`src/include/uar_pkg.sv`:
```
//------------------------------------------------------------
// Purpose: Shared constants for the async serial receiver
// Assumes: Sample tick comes from an external baud generator
// Notes:   Counts are in sample ticks, not clock cycles
//------------------------------------------------------------
package uar_pkg;

    //------------------------------------------------------------
    // Sampling geometry
    //------------------------------------------------------------
    localparam logic [4:0] SAMPLES_NORMAL = 5'h10;  // Ticks per bit, normal speed
    localparam logic [4:0] SAMPLES_DOUBLE = 5'h08;  // Ticks per bit, double speed
    localparam logic [4:0] VOTE_FIRST_NORMAL = 5'h08;
    localparam logic [4:0] VOTE_FIRST_DOUBLE = 5'h04;
    localparam logic [4:0] VOTE_SPAN = 5'h02;       // Last vote minus first vote
    localparam logic [4:0] FIRST_LOW_SAMPLE = 5'h01;

    //------------------------------------------------------------
    // Character size codes
    //------------------------------------------------------------
    localparam logic [2:0] CHAR_SIZE_NINE = 3'h7;
    localparam logic [3:0] DATA_BITS_DEFAULT = 4'h8;
    localparam logic [3:0] DATA_BITS_NINE = 4'h9;
    localparam logic [3:0] DATA_BITS_MIN = 4'h5;

    //------------------------------------------------------------
    // Receive buffer layout
    //------------------------------------------------------------
    localparam int RX_BUF_DEPTH = 2;
    localparam int DATA_W = 9;
    localparam int ENTRY_W = 12;
    localparam int ENT_FE_POS = 9;
    localparam int ENT_PE_POS = 10;
    localparam int ENT_DOR_POS = 11;
    localparam logic [8:0] DATA_RESET = 9'h000;

    //------------------------------------------------------------
    // Receiver states
    //------------------------------------------------------------
    typedef enum logic [2:0] {
        UAR_IDLE = 3'b000,
        UAR_START = 3'b001,
        UAR_DATA = 3'b010,
        UAR_PARITY = 3'b011,
        UAR_STOP = 3'b100
    } uar_state_e;

endpackage : uar_pkg

```
`src/design/uar_receiver.sv`:
```
//------------------------------------------------------------
// Purpose: Async serial receiver with voted sampling and buffer
// Assumes: sample_tick_i pulses at 16x (or 8x) the baud rate
// Notes:   Controls are plain ports on the core clock domain
//------------------------------------------------------------
// Contract
// - Complete flag set while buffer holds frames
// - Disabling receiver flushes buffer, clears flag
// - Interrupt while flag and enables set
// - Error flags travel with frame; data read advances
// - Software cannot write error flags
// - Error flags never raise interrupts
// - Frame error reflects first stop bit
// - Only first stop bit is checked
// - Overrun on full buffer, waiting char, start
// - Overrun clears on successful buffer transfer
// - Parity error only when checking enabled
// - Parity checked, odd or even, stored
// - Disable stops reception at once, frees pin
// - Sample at 16x, or 8x double speed
// - Start bit voted on samples 8-10/4-6
// - Bit timer resynchronised every start bit
// - Each bit decided by centre-sample majority
// - Voted low stop bit sets frame error
// - Next start accepted right after stop vote
// - Completed frame moved into buffer
// - Ninth bit presented with buffered frame
// - Unused upper data bits read zero
//------------------------------------------------------------
`timescale 1ns/1ps

module uar_receiver
    import uar_pkg::*;
(
    // Clock and reset
    input wire logic core_clk_i,
    input wire logic rst_i,
    // Serial line and sample timing
    input wire logic rx_pin_i,
    input wire logic sample_tick_i,
    // Configuration
    input wire logic receiver_enable_bit_i,
    input wire logic double_speed_bit_i,
    input wire logic parity_enable_bit_i,
    input wire logic parity_odd_select_i,
    input wire logic [2:0] char_size_i,
    // Interrupt enables
    input wire logic rx_complete_irq_enable_i,
    input wire logic global_irq_enable_i,
    // Software data read strobe
    input wire logic data_read_i,
    // Status and data
    output logic receive_complete_flag_o,
    output logic frame_error_flag_o,
    output logic overrun_flag_o,
    output logic parity_error_flag_o,
    output logic ninth_received_bit_o,
    output logic [7:0] data_buffer_register_o,
    output logic rx_irq_o,
    output logic rx_pin_owned_o
);

    //------------------------------------------------------------
    // Declarations
    //------------------------------------------------------------
    uar_state_e state;
    logic rx_meta;
    logic rx_sync;
    logic rx_prev;
    logic [4:0] sidx;
    logic [3:0] bit_idx;
    logic [8:0] shreg;
    logic [1:0] votes;
    logic par_bit;
    logic [4:0] spb;
    logic [4:0] vfirst;
    logic [4:0] vlast;
    logic [3:0] nbits;
    logic in_window;
    logic vote_now;
    logic bit_end;
    logic voted;
    logic start_ok;
    logic frame_done;
    logic frame_fe;
    logic frame_pe;
    logic pend_valid;
    logic [8:0] pend_data;
    logic pend_fe;
    logic pend_pe;
    logic ovr_pend;
    logic buf_ready;
    logic push;
    logic flush;
    logic head_valid;
    logic [ENTRY_W-1:0] head;
    logic [ENTRY_W-1:0] entry;

    //------------------------------------------------------------
    // Helpers
    //------------------------------------------------------------
    // Two-of-three majority
    function automatic logic majority(input logic [2:0] s);
        majority = (s[0] & s[1]) | (s[0] & s[2]) | (s[1] & s[2]);
    endfunction : majority

    // Data bits for a size code
    function automatic logic [3:0] data_bits(input logic [2:0] code);
        if (code == CHAR_SIZE_NINE) begin
            data_bits = DATA_BITS_NINE;
        end else if (code[2]) begin
            data_bits = DATA_BITS_DEFAULT;
        end else begin
            data_bits = DATA_BITS_MIN + {2'b00, code[1:0]};
        end
    endfunction : data_bits

    //------------------------------------------------------------
    // Pin synchroniser
    //------------------------------------------------------------
    // Two flops before any logic sees the line
    always_ff @(posedge core_clk_i) begin
        if (rst_i) begin
            rx_meta <= 1'b1;
            rx_sync <= 1'b1;
        end else begin
            rx_meta <= rx_pin_i;
            rx_sync <= rx_meta;
        end
    end

    //------------------------------------------------------------
    // Sample timing decode
    //------------------------------------------------------------
    // Geometry depends on speed mode
    assign spb = double_speed_bit_i ? SAMPLES_DOUBLE : SAMPLES_NORMAL;
    assign vfirst = double_speed_bit_i ? VOTE_FIRST_DOUBLE : VOTE_FIRST_NORMAL;
    assign vlast = vfirst + VOTE_SPAN;
    assign nbits = data_bits(char_size_i);
    assign in_window = sample_tick_i && (sidx >= vfirst) && (sidx <= vlast);
    assign vote_now = sample_tick_i && (sidx == vlast);
    assign bit_end = sample_tick_i && (sidx == spb);
    assign voted = majority({votes, rx_sync});
    assign start_ok = (state == UAR_START) && vote_now && !voted;

    // Stop bit decided on its last vote sample
    assign frame_done = (state == UAR_STOP) && vote_now;
    assign frame_fe = !voted;
    assign frame_pe = parity_enable_bit_i
        && ((^shreg) ^ parity_odd_select_i ^ par_bit);

    //------------------------------------------------------------
    // Vote sample shift
    //------------------------------------------------------------
    // Keeps the earlier two centre samples
    always_ff @(posedge core_clk_i) begin
        if (rst_i) begin
            votes <= 2'b11;
        end else if (in_window) begin
            votes <= {votes[0], rx_sync};
        end
    end

    // Last seen sample for edge search
    always_ff @(posedge core_clk_i) begin
        if (rst_i || !receiver_enable_bit_i) begin
            rx_prev <= 1'b1;
        end else if (sample_tick_i) begin
            rx_prev <= rx_sync;
        end
    end

    //------------------------------------------------------------
    // Bit timing state machine
    //------------------------------------------------------------
    // Disable aborts any frame in progress
    always_ff @(posedge core_clk_i) begin
        if (rst_i || !receiver_enable_bit_i) begin
            state <= UAR_IDLE;
            sidx <= '0;
            bit_idx <= '0;
            shreg <= DATA_RESET;
            par_bit <= 1'b0;
        end else if (sample_tick_i) begin
            sidx <= (sidx == spb) ? FIRST_LOW_SAMPLE : sidx + 5'h01;
            case (state)
                UAR_IDLE: begin
                    if (rx_prev && !rx_sync) begin
                        state <= UAR_START;
                        sidx <= FIRST_LOW_SAMPLE + 5'h01;
                        shreg <= DATA_RESET;
                    end
                end
                UAR_START: begin
                    if (vote_now && voted) begin
                        state <= UAR_IDLE;
                    end else if (bit_end) begin
                        state <= UAR_DATA;
                        bit_idx <= '0;
                    end
                end
                UAR_DATA: begin
                    if (vote_now) begin
                        shreg[bit_idx] <= voted;
                    end
                    if (bit_end) begin
                        if (bit_idx == nbits - 4'h1) begin
                            state <= parity_enable_bit_i ? UAR_PARITY : UAR_STOP;
                        end else begin
                            bit_idx <= bit_idx + 4'h1;
                        end
                    end
                end
                UAR_PARITY: begin
                    if (vote_now) begin
                        par_bit <= voted;
                    end
                    if (bit_end) begin
                        state <= UAR_STOP;
                    end
                end
                UAR_STOP: begin
                    if (vote_now) begin
                        state <= UAR_IDLE;
                    end
                end
                default: begin
                    state <= UAR_IDLE;
                end
            endcase
        end
    end

    //------------------------------------------------------------
    // Shift-register holding stage and overrun
    //------------------------------------------------------------
    // Finished frame waits here while the buffer is full
    assign push = pend_valid && buf_ready;
    assign flush = !receiver_enable_bit_i;
    assign entry = {ovr_pend, pend_pe, pend_fe, pend_data};

    always_ff @(posedge core_clk_i) begin
        if (rst_i || flush) begin
            pend_valid <= 1'b0;
            pend_data <= DATA_RESET;
            pend_fe <= 1'b0;
            pend_pe <= 1'b0;
        end else if (frame_done && (!pend_valid || push)) begin
            pend_valid <= 1'b1;
            pend_data <= shreg;
            pend_fe <= frame_fe;
            pend_pe <= frame_pe;
        end else if (push) begin
            pend_valid <= 1'b0;
        end
    end

    // Overrun: set wins over the transfer clear
    always_ff @(posedge core_clk_i) begin
        if (rst_i || flush) begin
            ovr_pend <= 1'b0;
        end else if (start_ok && pend_valid && !buf_ready) begin
            ovr_pend <= 1'b1;
        end else if (push) begin
            ovr_pend <= 1'b0;
        end
    end

    //------------------------------------------------------------
    // Receive buffer
    //------------------------------------------------------------
    uar_fifo #(
        .WIDTH(ENTRY_W),
        .DEPTH(RX_BUF_DEPTH)
    ) u_buf (
        .core_clk_i(core_clk_i),
        .rst_i(rst_i),
        .flush_i(flush),
        .in_valid_i(pend_valid),
        .in_ready_o(buf_ready),
        .in_data_i(entry),
        .out_valid_o(head_valid),
        .out_ready_i(data_read_i),
        .out_data_o(head)
    );

    //------------------------------------------------------------
    // Software-visible status
    //------------------------------------------------------------
    // Flags come from the head entry only; no write path exists
    assign receive_complete_flag_o = head_valid;
    assign frame_error_flag_o = head_valid && head[ENT_FE_POS];
    assign overrun_flag_o = head_valid && head[ENT_DOR_POS];
    assign parity_error_flag_o = head_valid && head[ENT_PE_POS];
    assign ninth_received_bit_o = head_valid && head[8];
    assign data_buffer_register_o = head_valid ? head[7:0] : 8'h00;
    assign rx_irq_o = head_valid && rx_complete_irq_enable_i
        && global_irq_enable_i;
    assign rx_pin_owned_o = receiver_enable_bit_i;
endmodule : uar_receiver

```
`src/design/uar_fifo.sv`:
```
//------------------------------------------------------------
// Purpose: Small valid/ready FIFO for received frames
// Assumes: Single clock, synchronous active-high reset
// Notes:   Flush empties it in one cycle
//------------------------------------------------------------
`timescale 1ns/1ps

module uar_fifo #(
    parameter int WIDTH = 12,
    parameter int DEPTH = 16
) (
    // Clock and reset
    input wire logic core_clk_i,
    input wire logic rst_i,
    input wire logic flush_i,
    // Fill side
    input wire logic in_valid_i,
    output logic in_ready_o,
    input wire logic [WIDTH-1:0] in_data_i,
    // Drain side
    output logic out_valid_o,
    input wire logic out_ready_i,
    output logic [WIDTH-1:0] out_data_o
);

    localparam int PW = (DEPTH > 1) ? $clog2(DEPTH) : 1;
    localparam int CW = $clog2(DEPTH + 1);
    localparam logic [CW-1:0] FULL_COUNT = CW'(DEPTH);
    localparam logic [PW-1:0] LAST_PTR = PW'(DEPTH - 1);

    logic [WIDTH-1:0] mem [DEPTH];
    logic [PW-1:0] wr_ptr;
    logic [PW-1:0] rd_ptr;
    logic [CW-1:0] count;
    logic push;
    logic pop;

    //------------------------------------------------------------
    // Handshake
    //------------------------------------------------------------
    assign in_ready_o = (count != FULL_COUNT);
    assign out_valid_o = (count != '0);
    assign out_data_o = mem[rd_ptr];
    assign push = in_valid_i && in_ready_o;
    assign pop = out_valid_o && out_ready_i;

    // Pointer wrap helper
    function automatic logic [PW-1:0] bump(input logic [PW-1:0] p);
        bump = (p == LAST_PTR) ? '0 : p + PW'(1);
    endfunction : bump

    // Storage
    always_ff @(posedge core_clk_i) begin
        if (push) begin
            mem[wr_ptr] <= in_data_i;
        end
    end

    // Pointers and fill level
    always_ff @(posedge core_clk_i) begin
        if (rst_i || flush_i) begin
            wr_ptr <= '0;
            rd_ptr <= '0;
            count <= '0;
        end else begin
            if (push) begin
                wr_ptr <= bump(wr_ptr);
            end
            if (pop) begin
                rd_ptr <= bump(rd_ptr);
            end
            if (push && !pop) begin
                count <= count + CW'(1);
            end else if (pop && !push) begin
                count <= count - CW'(1);
            end
        end
    end

endmodule : uar_fifo

```
`config.mk`:
```
export PLATFORM = sky130hd
export DESIGN_NAME = uar_receiver
export DESIGN_NICKNAME = d
export VERILOG_FILES = /design/src/include/uar_pkg.sv /design/src/design/uar_receiver.sv /design/src/design/uar_fifo.sv
export SDC_FILE = /design/constraint.sdc
export NUM_CORES = 1
export LEC_CHECK = 0
export ABC_AREA = 1
export BUFFER_PORTS_ARGS = -buffer_cell sky130_fd_sc_hd__buf_2
export CAP_MARGIN = 20
export CORE_MARGIN = 3
export CORE_UTILIZATION = 25
export DETAILED_ROUTE_END_ITERATION = 8
export PLACE_DENSITY = 0.41
export SYNTH_ARGS = -nofsm -noshare
export SYNTH_HDL_FRONTEND = slang
export SYNTH_SLANG_ARGS = --single-unit
```
`constraint.sdc`:
```
create_clock -name core_clk_i -period 2.91 [get_ports core_clk_i]
set_input_delay 0.873 -clock core_clk_i [delete_from_list [all_inputs] [get_ports core_clk_i]]
set_output_delay 0.873 -clock core_clk_i [all_outputs]
set_load 0.01 [all_outputs]
```
==> results of run 1 <==
-- cell usage in the layout (no fill, tap or decap), types with 2 or more instances in the layout --
cell	count
nor3_1	4
o21ai_2	2
inv_1	48
o211ai_1	3
buf_2	28
clkinv_4	2
nor2_1	47
nand4_1	5
buf_4	6
ha_1	12
nand2_1	91
inv_2	7
edfxtp_1	24
bufinv_16	2
a21oi_1	51
clkbuf_16	9
or2_2	3
nand2_2	3
o21ai_1	5
nand3_1	15
xor2_1	8
o21ai_0	22
dfxtp_1	45
xnor2_1	7
clkinvlp_4	3
-- registers in the layout, indices dropped and copies added, names as in the netlist, named ones only --
register / cells
pend_fe: 1
u_buf.wr_ptr: 1
rx_sync: 1
votes: 2
u_buf.count: 2
rx_meta: 1
sidx: 5
u_buf.mem: 24
shreg: 9
pend_pe: 1
par_bit: 1
pend_data: 9
bit_idx: 4
state: 3
pend_valid: 1
u_buf.rd_ptr: 1
ovr_pend: 1
rx_prev: 1
-- layout make-up --
| cell class | count | share of cell area |
|---|---|---|
| sequential | 69 | 0.3968 |
| timing repair buffer | 34 | 0.04532 |
| clock inverter | 7 | 0.02449 |
| clock buffer | 9 | 0.05511 |
| inverter | 55 | 0.05052 |
| multi-input combinational | 291 | 0.3739 |
| tap | 176 | 0.05389 |
-- per-layer routing --
layer / share of wire / global-route usage
met5: 0 / 0
met4: 0.017 / 0.04360
met3: 0.045 / 0.03660
met2: 0.45 / 0.1672
met1: 0.48 / 0.1270
-- final timing paths --
| path | from | to | slack (ns) | depth (start not counted) |
|---|---|---|---|---|
| min reg2reg | rx_meta | rx_sync | 0.41 | 1 |
| max | register | overrun_flag_o | 0.48 | 5 |
| min | rx_meta | rx_sync | 0.41 | 1 |
| max reg2reg | sidx[2] | shreg[6] | 1.03 | 9 |
-- where the power goes --
part / leakage [nW] / internal, mW / switching (mW)
Combinational: 0.936 / 0.0398 / 0.0736
Clock: 0.148 / 0.752 / 0.426
Sequential: 0.570 / 0.997 / 0.00608
-- per-stage QoR --
step	instances	util
2_1_floorplan	427	-
3_3_place_gp	625	0.2818
3_5_place_dp	625	0.2818
4_1_cts	641	0.3061
5_1_grt	641	0.3061
6_report	641	0.3061
-- cells by family after synthesis --
group	after synthesis	share of synthesized area
XOR/XNOR	15	0.03822
AND/OR/NAND/NOR	175	0.2210
adder cells (fa/ha/maj)	12	0.04368
buffers and inverters	67	0.08373
flip-flops	69	0.4718
AO/OA/AOI/OAI	89	0.1416
==> impl_results.md, run 1 <==
- Die X: 123.3 um
- Antenna-violating nets left: 0
- Reg clk slew, reported paths: 0.06 ns
- Worst path max stage delay: about 0.33 ns
- Async SR Flop Fraction: 0
- Number of global-route vias before repair: between 2000 and 3000
- Final nets: roughly 490
- Max cap viols: 0
- Crit path buf inv count: 3
- Fin crit share: 0.8361
- Final setup viols: 0
- #FFs+latches synth: 69
- DRT iter0 DRCs: 96
- Post-synth EDFFs: 24
- Synth top area cells: dfxtp_1, edfxtp_1, nand2_1
- Top-area cell type share of the netlist area: 0.2621
- Main synth FF type: dfxtp_1
- Drc violations: 0
- Post-Route WL: 7263 um
- Crit-path cells: buf_4 > inv_1 > nand2_1 > a21oi_1 > buf_2
- Clk buf depth: 2
- CTS H-tree depth: 3
- Critical Path RT: ~2.0 ns
- Cell area after layout: 0.004086 mm^2
- RSZ-0062 raised after global routing: no
- PostCTS Resize Cnt: 0
- CTS sink count: between 60 and 70
- DR WL/cell: between 10 and 15 um
- Setup_tns: 0 ns
- Post-detail-place hpwl: 5237 um
- Avg Inst Size Synth: 8.049 um^2
- VDD IR max: 0.0002729 V
- WHS: slightly above 0.4 ns
- Post-Syn Area: 0.003437 mm^2
- Initial Util: 0.2575
- Static Leak: 1.654 nW
- TritonCTS Buffers: 9
- Sequential cell area: 0.001622 mm^2
- Congestion Overflow GR: 0
- Global-route wire length before repair: 12190 um
- Synth cell types: 37
- Hold Fails Final Rpt: 0
- # rows: 42
- Initial antenna violation count: 0
- Worst Clk Skew: 0.005082 ns
- Synth-to-layout area growth: 18.89%
- Num ports: 29
- Setup WS pre-CTS: 0.2334 ns
- CTS tree: done
- Ys Warns: 0
- Post-Synthesis Cells: approximately 430
- Pin count of the biggest net entering global routing: 24
- Synth cell count leaders: nand2_1, a21oi_1, inv_1, nor2_1, dfxtp_1
- DR pass1 iterations: 4
- # hold bufs at CTS: 0
- Most area-hungry cell type in the Yosys netlist: dfxtp_1
- CP max-delay cell: inv_1
- Setup Buffers After CTS: 0
- Max Fclk: 0.4110 GHz
- Worst skew pair latency: roughly 0.34 ns
- Avg Vias per Cell: about 4.3
- GP Congestion: roughly 0.76
- GR Util All Layers: 0.1042
- Worst Tran Pin Value: 0.6027 ns
- ANT cells: 0
- Crit path time final: 2.433 ns
- Die H: 123.3 um
- Post-synthesis sequential area ratio: 0.4718
- Footprint of the multi-input gates: 0.001528 mm^2
- Crit path max fanout: 13
- Setup ws final: 0.4768 ns
- Max_slew headroom: 0.5972
- Share of cells above drive strength 1: 0.1548
- Worst Hold Class: register to register
- Clock root buffer: clkbuf_16
- Outcome: finished clean
- Pwr Density: 561.6 mW/mm^2
- CP Capture Type: primary output
- Placed cell area: 0.003761 mm^2
- CP arrival: between 1.5 and 2 ns
- Total Power: about 2.3 mW
- Core Region: 0.01335 mm^2
- PortBufs: 28
- Fin. max-slew vios: 0
- CP top delay family: buffers and inverters
- Startpoint types: register
- Syn_nets: 453
- Vias: 2749
- Top-count cell post-synth: nand2_1
- Kind of critical path: register to primary output
- Die area: 0.01519 mm^2
- Filler instances: 1448
(Power assumes the default switching activity.)
==> inputs of run 2 (changes only) <==
--- a/config.mk
+++ b/config.mk
@@ -11,7 +11,7 @@
 export CORE_MARGIN = 3
 export CORE_UTILIZATION = 25
 export DETAILED_ROUTE_END_ITERATION = 8
-export PLACE_DENSITY = 0.41
+export PLACE_DENSITY = 0.42
 export SYNTH_ARGS = -nofsm -noshare
 export SYNTH_HDL_FRONTEND = slang
 export SYNTH_SLANG_ARGS = --single-unit
==> constraint.sdc (replaced) <==
create_clock -name core_clk_i -period 2.11 [get_ports core_clk_i]
set_input_delay 0.633 -clock core_clk_i [delete_from_list [all_inputs] [get_ports core_clk_i]]
set_output_delay 0.633 -clock core_clk_i [all_outputs]
set_load 0.01 [all_outputs]
==> impl_results.md, run 2 (synthesized netlist as in run 1, its figures left out) <==
- Die X: 123.3 um
- Cell area after layout: 0.004307 mm^2
- Kind of critical path: register to primary output
- Pwr Density: between 700 and 800 mW/mm^2
- Final setup viols: 0
- Die H: roughly 120 um
- GP Congestion: approximately 0.7
- CP max-delay cell: dfxtp_1
- Final nets: 505
- Worst Clk Skew: 0.004723 ns
- Fin. max-slew vios: 0
- Clk buf depth: 2
- Reg clk slew, reported paths: 0.06 ns
- Reg with most FFs: u_buf.mem
- Worst Hold Class: register to register
- Static Leak: 1.765 nW
- Util after Layout: 0.3226
- R2R depth: 12
- Synth-to-layout area growth: 25.30%
- Max cap viols: 0
- DR pass1 iterations: 6
- Fin crit share: 0.9422
- Hold_sp: rx_meta
- Worst hold path depth: 1
- CP Capture Type: primary output
- Initial antenna violation count: 0
- CTS H-tree depth: 3
- Setup ws final: 0.1221 ns
- Clk pwr share: 0.520
- TritonCTS Buffers: 9
- Reg-to-reg slack, setup: 0.27 ns
- Crit path time final: 1.988 ns
- CTS sink count: 69
- Vias: 2766
- Crit path max fanout: 12
- Crit path buf inv count: 2
- Top Registers: u_buf.mem: 24 flops, pend_data: 9 flops, shreg: 9 flops
- Congestion Overflow GR: 0
- Hold EP: rx_sync
- CP arrival: between 1 and 1.5 ns
- DRT iter0 DRCs: 115
- Max_slew headroom: 0.6385
- Clock root buffer: clkbuf_16
- Outcome: finished clean
- PortBufs: 28
- VDD IR max: approximately 0.0003 V
- Internal power: about 2.6 mW
- Post-detail-place hpwl: 5236 um
- NetSw: 0.6755 mW
- Worst skew pair latency: approximately 0.33 ns
- Post-Route WL: 7220 um
- Avg Vias per Cell: 4.191
- Setup WS pre-CTS: -0.2154 ns
- Drc violations: 0
- Startpoint types: register
- Combinational share of power: 0.057
- Setup Buffers After CTS: 0
- CP top delay family: buffers and inverters
- Share of cells above drive strength 1: 0.2066
- Switching part of the total: 0.2063
- Dpl cells: 644
- Reg power frac: 0.422
- Core Region: 0.01335 mm^2
- Setup_tns: 0 ns
- Antenna-violating nets left: 0
- Initial Util: 0.2575
- Highest-count cells in the layout ignoring fill and taps: nand2_1, a21oi_1, nor2_1
- Die area: 0.01519 mm^2
- Crit-path cells: inv_1 > nand2_1 > a21oi_1 > buf_2
- DR WL/cell: 10.94 um
- ANT cells: 0
- Global-route wire length before repair: about 12000 um
- Number of global-route vias before repair: 2496
- Number of flip-flops in the largest register: 24
- Placed cell area: slightly below 0.004 mm^2
- R2R Path Start: sidx[2]
- Pin count of the biggest net entering global routing: 20
- FF-to-FF End: state[2]
- CTS tree: done
- Commonest non-fill, non-tap cell in the layout: nand2_1
- Total Power: 3.274 mW
- # rows: between 40 and 50
- Cell Count, Final, Fillers Out: between 600 and 700
- Critical Path RT: 1.48 ns
- Num ports: 29
- Hold Fails Final Rpt: 0
- GR Util All Layers: 0.1001
- Worst Tran Pin Value: around 0.54 ns
- WHS: just over 0.4 ns
- Worst path max stage delay: 0.31 ns
- Max Fclk: 0.5030 GHz
==> run 2: power by group through the flow <==
stage          Combinational [mW]  Clock (mW)  Sequential (mW)
3_3_place_gp                0.174           0             1.41
6_report                    0.188        1.70             1.38
4_1_cts                     0.177        1.75             1.38
5_1_grt                     0.215        1.81             1.38
2_1_floorplan               0.120           0             1.41
3_5_place_dp                0.176           0             1.41
==> run 2: worst max-delay path by stage <==
stage / slack (ns) / to / cells after the start
after floorplan: 0.009 / bit_idx[1] / 15
after global placement: -0.18 / bit_idx[1] / 14
after detailed placement: -0.22 / bit_idx[1] / 14
after CTS: 0.07 / data_buffer_register_o[1] / 4
after global routing: -0.01 / bit_idx[3] / 13
final: 0.12 / data_buffer_register_o[1] / 4
==> run 2: final cells by class <==
class,instances,area [um^2]
fill,1428,9041
tap,176,220.2
inverter,55,206.4
multi-input combinational,291,1592
timing repair buffer,53,327.8
clock inverter,7,113.9
sequential,69,1622
clock buffer,9,225.2
==> run 2: layer usage <==
| metal | vias to the layer above | share of wire | track usage |
|---|---|---|---|
| li1 | 1494 | - | - |
| met1 | 1212 | 0.49 | 0.1282 |
| met2 | 52 | 0.46 | 0.1583 |
| met3 | 8 | 0.044 | 0.02425 |
| met4 | 0 | 0.012 | 0.04775 |
| met5 | - | 0 | 0 |
==> run 2: repair_timing <==
| action | 4_1_cts | 5_1_grt |
|---|---|---|
| gates resized for setup | 0 | 13 |
| setup endpoints to repair | 0 | 7 |
| hold buffers | 0 | 0 |
